## src/dit_defs.svh

```systemverilog
`ifndef DIT_DEFS_SVH
`define DIT_DEFS_SVH
// register indexes; byte address is four times the index
`define DIT_IDX_CTRL0   16'hff53
`define DIT_IDX_CMP0    16'hff54
`define DIT_IDX_CNT0    16'hff55
`define DIT_IDX_CTRL1   16'hff57
`define DIT_IDX_CMP1    16'hff58
`define DIT_IDX_CNT1    16'hff59
`define DIT_IDX_STAT    16'hff5a
`define DIT_IDX_IEN     16'hff5b
`define DIT_IDX_ICLR    16'hff5c
`define DIT_IDX_RUNBIT  16'hff5d
// control field positions
`define DIT_RUN_POS     7
`define DIT_SEL_HI      2
`define DIT_SEL_LO      1
// run bit access: mask bits sit above the value bits
`define DIT_RB_MASK_LO  8
// reset values
`define DIT_CTRL_RST    8'h00
`define DIT_CMP_RST     8'hff
`define DIT_CNT_RST     8'h00
// prescaler tap exponents per selection
`define DIT_T0_SH0      3'h2
`define DIT_T0_SH1      3'h4
`define DIT_T0_SH2      3'h6
`define DIT_T1_SH0      3'h1
`define DIT_T1_SH1      3'h5
`define DIT_T1_SH2      3'h7
`endif

```

## src/dit_pkg.sv

```systemverilog
`default_nettype none
package dit_pkg;
  typedef logic [7:0]  dit_byte_t;
  typedef logic [1:0]  dit_sel_t;
  typedef logic [6:0]  dit_pre_t;
  typedef logic [15:0] dit_idx_t;
endpackage
`default_nettype wire

```

## src/dit_top.sv

```systemverilog
// Contract
// Control bit 7 runs counter; clearing it stops and zeroes the counter.
// Timer zero clock select 00/01/10 divides main clock by 4/16/64.
// Timer one clock select 00/01/10 divides main clock by 2/32/128.
// Reset loads both control registers with zero.
// Control accepts whole-byte writes and single run-bit writes.
// Software changes clock select only while stopped.
// Start: stop, select clock, write compare, then set run.
// Counter equal to compare clears to zero and keeps counting.
// Interrupt request raised in the cycle the match clears counter.
// Period is (N+1) count clocks for N from 00 to ff.
// First match may be up to one count clock off.
// Software avoids setting clock select and run in one write.
// Compare is eight bits, byte written, any value, undefined at reset.
// Software writes compare only while the timer is stopped.
// Counter is byte readable and cleared by reset.
// Control bits 6..3 and 0 read zero and ignore writes.
// Running counter increments once per selected prescaler pulse.
//
// The APB register port was decided locally.
`timescale 1ns/1ps
`default_nettype none
`include "dit_defs.svh"
module dit_top
  import dit_pkg::*;
#(
  parameter int TMR_W = 8
) (
  // clock and reset
  input  wire logic        i_sys_clk,
  input  wire logic        i_sys_rst,
  // apb slave
  input  wire logic        i_psel,
  input  wire logic        i_penable,
  input  wire logic        i_pwrite,
  input  wire logic [17:0] i_paddr,
  input  wire logic [31:0] i_pwdata,
  output var  logic [31:0] o_prdata,
  output var  logic        o_pready,
  output var  logic        o_pslverr,
  // interrupts
  output var  logic [1:0]  o_interval_match_irq,
  output var  logic        o_irq
);

  if (TMR_W != 8) begin : g_chk
    $error("dit_top serves only 8-bit timers");
  end

  function automatic logic [2:0] tap_of(input logic t, input dit_sel_t s);
    logic [2:0] r;
    r = 3'h0;
    case ({t, s})
      3'b000:  r = `DIT_T0_SH0;
      3'b001:  r = `DIT_T0_SH1;
      3'b010:  r = `DIT_T0_SH2;
      3'b100:  r = `DIT_T1_SH0;
      3'b101:  r = `DIT_T1_SH1;
      3'b110:  r = `DIT_T1_SH2;
      default: r = 3'h0;
    endcase
    return r;
  endfunction

  // one pulse every 2**tap cycles; prohibited select gives none
  function automatic logic tick_of(input dit_pre_t p, input logic t, input dit_sel_t s);
    dit_pre_t m;
    m = 7'h7f >> (3'h7 - tap_of(t, s));
    return (s != 2'b11) && ((p & m) == m);
  endfunction

  dit_pre_t   pre_ff,  nxt_pre;
  logic [1:0] run_ff,  nxt_run;
  dit_sel_t   sel_ff   [2];
  dit_sel_t   nxt_sel  [2];
  dit_byte_t  cmp_ff   [2];
  dit_byte_t  nxt_cmp  [2];
  dit_byte_t  cnt_ff   [2];
  dit_byte_t  nxt_cnt  [2];
  logic [1:0] match_ff, nxt_match;
  logic [1:0] stat_ff,  nxt_stat;
  logic [1:0] ien_ff,   nxt_ien;
  logic        irq_ff,    nxt_irq;
  logic [31:0] prdata_ff, nxt_prdata;
  logic        pready_ff, nxt_pready;
  logic        pslverr_ff, nxt_pslverr;
  logic [1:0]  tick;
  dit_idx_t    idx;
  logic        wr_en;
  logic        rd_setup;

  assign idx      = i_paddr[17:2];
  assign wr_en    = i_psel & i_penable & pready_ff & i_pwrite;
  assign rd_setup = i_psel & ~i_penable;
  assign tick[0]  = tick_of(pre_ff, 1'b0, sel_ff[0]);
  assign tick[1]  = tick_of(pre_ff, 1'b1, sel_ff[1]);

  function automatic dit_byte_t ctrl_of(input logic r, input dit_sel_t s);
    return {r, 4'h0, s, 1'b0};
  endfunction

  always_comb begin
    nxt_pre   = pre_ff + 7'h01;
    nxt_run   = run_ff;
    nxt_ien   = ien_ff;
    nxt_match = 2'b00;
    nxt_stat  = stat_ff;
    for (int t = 0; t < 2; t++) begin
      nxt_sel[t] = sel_ff[t];
      nxt_cmp[t] = cmp_ff[t];
      nxt_cnt[t] = cnt_ff[t];
    end
    if (wr_en) begin
      if (idx == `DIT_IDX_CTRL0) begin
        nxt_run[0] = i_pwdata[`DIT_RUN_POS];
        nxt_sel[0] = i_pwdata[`DIT_SEL_HI:`DIT_SEL_LO];
      end else if (idx == `DIT_IDX_CTRL1) begin
        nxt_run[1] = i_pwdata[`DIT_RUN_POS];
        nxt_sel[1] = i_pwdata[`DIT_SEL_HI:`DIT_SEL_LO];
      end else if (idx == `DIT_IDX_CMP0) begin
        nxt_cmp[0] = i_pwdata[7:0];
      end else if (idx == `DIT_IDX_CMP1) begin
        nxt_cmp[1] = i_pwdata[7:0];
      end else if (idx == `DIT_IDX_IEN) begin
        nxt_ien = i_pwdata[1:0];
      end else if (idx == `DIT_IDX_ICLR) begin
        nxt_stat = stat_ff & ~i_pwdata[1:0];
      end else if (idx == `DIT_IDX_RUNBIT) begin
        for (int t = 0; t < 2; t++) begin
          if (i_pwdata[`DIT_RB_MASK_LO + t]) begin
            nxt_run[t] = i_pwdata[t];
          end
        end
      end
    end
    for (int t = 0; t < 2; t++) begin
      if (!run_ff[t]) begin
        nxt_cnt[t] = 8'h00;
      end else if (tick[t]) begin
        if (cnt_ff[t] == cmp_ff[t]) begin
          nxt_cnt[t]   = 8'h00;
          nxt_match[t] = 1'b1;
        end else begin
          nxt_cnt[t] = cnt_ff[t] + 8'h01;
        end
      end
      if (nxt_match[t]) begin
        nxt_stat[t] = 1'b1;
      end
    end
    nxt_irq = |(nxt_stat & nxt_ien);
  end

  always_comb begin
    nxt_pready  = rd_setup;
    nxt_pslverr = 1'b0;
    nxt_prdata  = 32'h0000_0000;
    if (rd_setup) begin
      if (idx == `DIT_IDX_CTRL0) begin
        nxt_prdata[7:0] = ctrl_of(run_ff[0], sel_ff[0]);
      end else if (idx == `DIT_IDX_CTRL1) begin
        nxt_prdata[7:0] = ctrl_of(run_ff[1], sel_ff[1]);
      end else if (idx == `DIT_IDX_CMP0) begin
        nxt_prdata[7:0] = cmp_ff[0];
      end else if (idx == `DIT_IDX_CMP1) begin
        nxt_prdata[7:0] = cmp_ff[1];
      end else if (idx == `DIT_IDX_CNT0) begin
        nxt_prdata[7:0] = cnt_ff[0];
      end else if (idx == `DIT_IDX_CNT1) begin
        nxt_prdata[7:0] = cnt_ff[1];
      end else if (idx == `DIT_IDX_STAT) begin
        nxt_prdata[1:0] = stat_ff;
      end else if (idx == `DIT_IDX_IEN) begin
        nxt_prdata[1:0] = ien_ff;
      end else if (idx == `DIT_IDX_ICLR || idx == `DIT_IDX_RUNBIT) begin
        nxt_prdata = 32'h0000_0000;
      end else begin
        nxt_pslverr = 1'b1;
      end
    end
  end

  always_ff @(posedge i_sys_clk or posedge i_sys_rst) begin
    if (i_sys_rst) begin
      pre_ff     <= 7'h00;
      run_ff     <= 2'b00;
      sel_ff[0]  <= 2'b00;
      sel_ff[1]  <= 2'b00;
      cmp_ff[0]  <= `DIT_CMP_RST;
      cmp_ff[1]  <= `DIT_CMP_RST;
      cnt_ff[0]  <= `DIT_CNT_RST;
      cnt_ff[1]  <= `DIT_CNT_RST;
      match_ff   <= 2'b00;
      stat_ff    <= 2'b00;
      ien_ff     <= 2'b00;
      irq_ff     <= 1'b0;
      prdata_ff  <= 32'h0000_0000;
      pready_ff  <= 1'b0;
      pslverr_ff <= 1'b0;
    end else begin
      pre_ff     <= nxt_pre;
      run_ff     <= nxt_run;
      sel_ff     <= nxt_sel;
      cmp_ff     <= nxt_cmp;
      cnt_ff     <= nxt_cnt;
      match_ff   <= nxt_match;
      stat_ff    <= nxt_stat;
      ien_ff     <= nxt_ien;
      irq_ff     <= nxt_irq;
      prdata_ff  <= nxt_prdata;
      pready_ff  <= nxt_pready;
      pslverr_ff <= nxt_pslverr;
    end
  end

  assign o_prdata             = prdata_ff;
  assign o_pready             = pready_ff;
  assign o_pslverr            = pslverr_ff;
  assign o_interval_match_irq = match_ff;
  assign o_irq                = irq_ff;

  // checks
  AST_STOP_CLEARS: assert property (@(posedge i_sys_clk) disable iff (i_sys_rst)
    !run_ff[0] |=> cnt_ff[0] == 8'h00)
    else $error("stopped timer zero counter not cleared");

  AST_RESET_CTRL: assert property (@(posedge i_sys_clk)
    $fell(i_sys_rst) |-> run_ff == 2'b00 && sel_ff[0] == 2'b00 && sel_ff[1] == 2'b00)
    else $error("control not zero after reset");

  AST_T0_DIV4: assert property (@(posedge i_sys_clk) disable iff (i_sys_rst)
    (tick[0] && sel_ff[0] == 2'b00) ##1 (sel_ff[0] == 2'b00) [*4]
      |-> tick[0] && !$past(tick[0], 1) && !$past(tick[0], 2) && !$past(tick[0], 3))
    else $error("timer zero divide by four spacing wrong");

  AST_T1_DIV2: assert property (@(posedge i_sys_clk) disable iff (i_sys_rst)
    (tick[1] && sel_ff[1] == 2'b00) ##1 (sel_ff[1] == 2'b00) [*2]
      |-> tick[1] && !$past(tick[1]))
    else $error("timer one divide by two spacing wrong");

  AST_RUNBIT_KEEPS_SEL: assert property (@(posedge i_sys_clk) disable iff (i_sys_rst)
    wr_en && idx == `DIT_IDX_RUNBIT |=> $stable(sel_ff[0]) && $stable(sel_ff[1]))
    else $error("run bit write disturbed clock select");

  AST_MATCH_WRAP: assert property (@(posedge i_sys_clk) disable iff (i_sys_rst)
    run_ff[1] && tick[1] && cnt_ff[1] == cmp_ff[1] |=> cnt_ff[1] == 8'h00 && match_ff[1])
    else $error("timer one match did not wrap");

  AST_IRQ_WITH_CLEAR: assert property (@(posedge i_sys_clk) disable iff (i_sys_rst)
    match_ff[0] |-> cnt_ff[0] == 8'h00 && $past(run_ff[0]) && $past(cnt_ff[0] == cmp_ff[0]))
    else $error("match request without counter clear");

  AST_COUNT_STEP: assert property (@(posedge i_sys_clk) disable iff (i_sys_rst)
    run_ff[0] && !tick[0] |=> $stable(cnt_ff[0]))
    else $error("timer zero counted without a pulse");

  AST_COUNT_INC: assert property (@(posedge i_sys_clk) disable iff (i_sys_rst)
    run_ff[0] && tick[0] && cnt_ff[0] != cmp_ff[0] |=> cnt_ff[0] == $past(cnt_ff[0]) + 8'h01)
    else $error("timer zero did not increment");

  AST_CMP_WRITE: assert property (@(posedge i_sys_clk) disable iff (i_sys_rst)
    wr_en && idx == `DIT_IDX_CMP0 |=> cmp_ff[0] == $past(i_pwdata[7:0]))
    else $error("compare write lost");

  AST_IRQ_LEVEL: assert property (@(posedge i_sys_clk) disable iff (i_sys_rst)
    match_ff[0] && ien_ff[0] |-> o_irq)
    else $error("enabled match did not raise interrupt");

  AST_STOP_CLEARS1: assert property (@(posedge i_sys_clk) disable iff (i_sys_rst)
    !run_ff[1] |=> cnt_ff[1] == 8'h00)
    else $error("stopped timer one counter not cleared");

  AST_RESET_COUNT: assert property (@(posedge i_sys_clk)
    $fell(i_sys_rst) |-> cnt_ff[0] == 8'h00 && cnt_ff[1] == 8'h00)
    else $error("counter not zero after reset");

  AST_T0_SEL_REFUSED: assert property (@(posedge i_sys_clk) disable iff (i_sys_rst)
    sel_ff[0] == 2'b11 |-> !tick[0])
    else $error("timer zero pulsed on prohibited select");

  AST_T1_SEL_REFUSED: assert property (@(posedge i_sys_clk) disable iff (i_sys_rst)
    sel_ff[1] == 2'b11 |-> !tick[1])
    else $error("timer one pulsed on prohibited select");

  AST_CMP1_WRITE: assert property (@(posedge i_sys_clk) disable iff (i_sys_rst)
    wr_en && idx == `DIT_IDX_CMP1 |=> cmp_ff[1] == $past(i_pwdata[7:0]))
    else $error("timer one compare write lost");

  AST_CTRL_UNUSED_ZERO: assert property (@(posedge i_sys_clk) disable iff (i_sys_rst)
    o_pready && !i_pwrite && (idx == `DIT_IDX_CTRL0 || idx == `DIT_IDX_CTRL1)
      |-> o_prdata[6:3] == 4'h0 && o_prdata[0] == 1'b0 && o_prdata[31:8] == 24'h000000)
    else $error("unused control bits read nonzero");

  AST_READY_ONE_CYCLE: assert property (@(posedge i_sys_clk) disable iff (i_sys_rst)
    o_pready |=> !o_pready)
    else $error("ready stood longer than one cycle");

  AST_ERR_WITH_READY: assert property (@(posedge i_sys_clk) disable iff (i_sys_rst)
    o_pslverr |-> o_pready)
    else $error("error response without ready");

  AST_STAT_SET_WINS: assert property (@(posedge i_sys_clk) disable iff (i_sys_rst)
    match_ff[1] |-> stat_ff[1])
    else $error("timer one match not latched in status");

  COV_MATCH0: cover property (@(posedge i_sys_clk) disable iff (i_sys_rst) match_ff[0]);
  COV_MATCH1: cover property (@(posedge i_sys_clk) disable iff (i_sys_rst) match_ff[1]);
  COV_IRQ: cover property (@(posedge i_sys_clk) disable iff (i_sys_rst) $rose(o_irq));
  COV_ERR: cover property (@(posedge i_sys_clk) disable iff (i_sys_rst) o_pslverr);

endmodule
`default_nettype wire

```

## config.mk

```make
export PLATFORM = sky130hd
export DESIGN_NAME = dit_top
export DESIGN_NICKNAME = d
export VERILOG_FILES = /design/src/dit_pkg.sv /design/src/dit_top.sv
export VERILOG_INCLUDE_DIRS = /design/src
export SDC_FILE = /design/constraint.sdc
export NUM_CORES = 1
export LEC_CHECK = 0
export ABC_AREA = 1
export BUFFER_PORTS_ARGS = -buffer_cell sky130_fd_sc_hd__buf_4
export CAP_MARGIN = 20
export CORE_MARGIN = 4
export CORE_UTILIZATION = 54
export CTS_CLUSTER_SIZE = 20
export DETAILED_ROUTE_END_ITERATION = 7
export PLACE_DENSITY = 0.8
export SLEW_MARGIN = 20
export SYNTH_ARGS = -nofsm -noshare
export SYNTH_HDL_FRONTEND = slang
export SYNTH_SLANG_ARGS = --single-unit
export TNS_END_PERCENT = 10
```

## constraint.sdc

```tcl
create_clock -name i_sys_clk -period 1.9 [get_ports i_sys_clk]
set_input_delay 0.095 -clock i_sys_clk [delete_from_list [all_inputs] [get_ports i_sys_clk]]
set_output_delay 0.095 -clock i_sys_clk [all_outputs]
set_load 0.05 [all_outputs]
```

==> run summary <==
Antenna-violating nets left = 0
Post-synth top cells = nand2_1 (122), inv_1 (62), dfrtp_1 (46), nor2_1 (40), a21oi_1 (38)
Fin crit period = 1770 ps
Status = finished, final reports clean
Fraction of synthesized cell area in xor and xnor cells = 2.96%
Synthesized cell area = 0.00385 mm2
Pwr per Cell Area = 635 mW/mm2
Critical path launch point type = flop
Compound-Gate Fraction of Synth Area = 13.2%
Worst setup margin = 132 ps
Initial antenna violation count = 0
Yosys cell types = 40
Main synth FF type = dfrtp_1
Largest net degree at the start of global routing = 40
CTS max path bufs = 2
Number of setup violations in the final report = 0
Largest family of logic cells by synthesized area = simple AND/OR/NAND/NOR gates
CP Buf/Inv Count = 2
Adder-cell area share of the yosys netlist = 3.25%
DR iter-0 viols = 217
Fill cells = 582
Total Wirelength = 9320 um
Crit path capture type = flop
Clock tree sinks = 62
Clock-pin transition on the worst setup and hold timing paths = 70 ps
Placed Area = 0.00420 mm2
Initial Util = 56.0%
Drt wl/cell = 13.9 um
Fin nets = 632
Drt first pass iters = 5
Setup WS pre-CTS = 5.74 ps
Synth area leaders = dfrtp_1 (30%), nand2_1 (12%), dfstp_2 (11%)
Layout area overhead = 18.3%
Slew Limit Fails = 0
Total CTS buffers = 9
Max-cap violations = 0
FMAX = 0.566 GHz
H-tree levels = 3
Sequential-to-total area share from yosys stat = 40.9%
Syn Inst Count = 502
Async S/R FF share, synth = 100%
Port Buffers = 43
Layout cells sized above 1 = 22.9%
Total Routing Usage GR = 22.8%
Post-synth top area share = 29.9%
Leakage = 0.00227 uW
Count leader, synth = nand2_1
Critical Path Max Stage Delay = 410 ps
Crit-path slowest cell = dfrtp_1
Worst-skew pair later-pin latency = 350 ps
# diodes = 0
Die Y = 92.4 um
Root Buffer = clkbuf_8
Num rows = 30
Critical-path cell list = buf_4 -> ha_1 -> o22ai_1 -> o21ai_4 -> buf_4 -> a21oi_1 -> nor3_1
Worst-Margin Slew = 507 ps
Maximum vdd drop = 0.000398 V
Clock skew = 14.3 ps
DIE AREA = 0.00854 mm2
# IOs = 92
Period utilization = 93.0%
WHS = 16.0 ps
Critical path type = reg -> reg
Seq cells post-synth = 62
Worst slew margin = 66.1%
Post-Synth Simple-Gate Area = 27.0%
DRC violations left = 0
Post-synth EDFFs = 0
First-pass GRT wire length = 15,300 um
Vias after detailed routing = 3,442
CP Max Fanout = 7
Path category of the worst min-delay check = in -> reg
Final Core Density = 66.3%
Number of global-route vias before repair = 3,245
Last weighted congestion value of the routability-driven placer = 0.958
Post-Syn Area per Cell = 7.66 um2
Total gr overflow = 0
Fin. Hold Viols = 0
Non-filler cells, final = 668
CTS tree = yes
DIE WIDTH = 92.4 um
CORE AREA = 0.00687 mm2
Mux cell area share after synthesis = 0%
Crit path DAT = 2010 ps
YS warnings = 0
Crit path top cell by count = buf_4
Post-Place Cells = 640
Post-route design area = 0.00455 mm2
Critical path's top delay family = compound AO/OA/AOI/OAI gates
Vias per inst = 5.15
DP Wirelength = 6970 um
Synth area leader = dfrtp_1
Required time of the worst setup path = 2140 ps
-- what timing repair did --
item | in CTS | in global routing
hold buffers | 5 | 0
endpoints found under the hold margin | 18 | 0
setup endpoints to repair | 1 | 13
pin swaps | 0 | 3
resized for setup | 1 | 8
setup buffers | 0 | 7
-- routing by layer --
metal  track usage (%)  wire [um]  vias to the layer above  share of wire [%]
met5                 0          0                        -                  0
met1              28.1       3840                     1616                 41
met4              8.79        163                        0                1.7
li1                  -          -                     1697                  -
met2              37.5       4650                      111                 50
met3              6.74        667                       18                7.2
-- placed cells by master, fill, tap and decap left out, drive strengths merged, types with 2 or more instances in the layout --
cell type / Yosys / routed
conb: 1 / 24
xnor2: 5 / 5
inv: 67 / 67
o211ai: 6 / 6
a21oi: 38 / 38
dlygate4sd3: 0 / 5
clkbuf: 1 / 12
nand3: 28 / 28
dfrtp: 46 / 46
o22ai: 2 / 2
nor2: 49 / 49
nand2: 131 / 131
bufinv: 0 / 2
ha: 10 / 10
clkinv: 2 / 4
or2: 2 / 2
nand4: 7 / 7
o21ai: 40 / 40
buf: 28 / 55
dfstp: 16 / 16
nor3: 8 / 8
xor2: 8 / 8
-- cell families (layout without fill, tap and decap cells) --
logic type,count (synthesis),in the layout
AO/OA/AOI/OAI,90,90
XOR/XNOR,13,13
adder cells (fa/ha/maj),10,10
buffers and inverters,98,145
flip-flops,62,62
other,1,24
AND/OR/NAND/NOR,228,228
-- path summary, 6_finish.rpt --
check                             from                       to  slack (ps)  depth (start not counted)
max reg2reg                  sel_ff[2]               cnt_ff[13]         130                          7
max                          sel_ff[2]               cnt_ff[13]         130                          7
max in group asynchronous    i_sys_rst                cmp_ff[9]         920                          4
min reg2reg                  pre_ff[6]                pre_ff[6]         470                          1
min in group asynchronous    i_sys_rst  o_interval_match_irq[1]         340                          3
min                        i_pwdata[3]                cmp_ff[3]          20                          3
-- flip-flops by register name, summed over array words and instances, names as in the netlist --
name,flops
sel_ff,4
stat_ff,2
run_ff,2
o_interval_match_irq,2
cmp_ff,16
o_pslverr,1
pre_ff,7
ien_ff,2
o_prdata,8
o_pready,1
cnt_ff,16
o_irq,1
-- power by group --
part | switching (uW) | leakage, uW | internal [uW]
Clock | 522 | 0.000110 | 771
Combinational | 197 | 0.00139 | 68.3
Sequential | 4.68 | 0.000768 | 1330
-- worst min-delay path, delay by kind of cell --
family          cells  cell delay [ps]
compound gates      1               70
buf+inv             2              190
-- layout make-up --
type | instances | area (um2) | share of cell area, %
timing repair buffer | 60 | 475 | 10.4
sequential | 62 | 1570 | 34.5
tap | 96 | 120 | 2.64
clock buffer | 12 | 145 | 3.19
multi-input combinational | 365 | 1910 | 41.9
inverter | 69 | 264 | 5.80
clock inverter | 4 | 70.1 | 1.54
-- stage by stage --
stage | TNS [ps] | power (uW)
CTS | 0 | 2900
detailed placement | 0 | 1610
floorplan | 0 | 1570
finish | 0 | 2890
global placement | 0 | 1610
global route | -10.9 | 2980
Power figures use the tool's default switching activity.
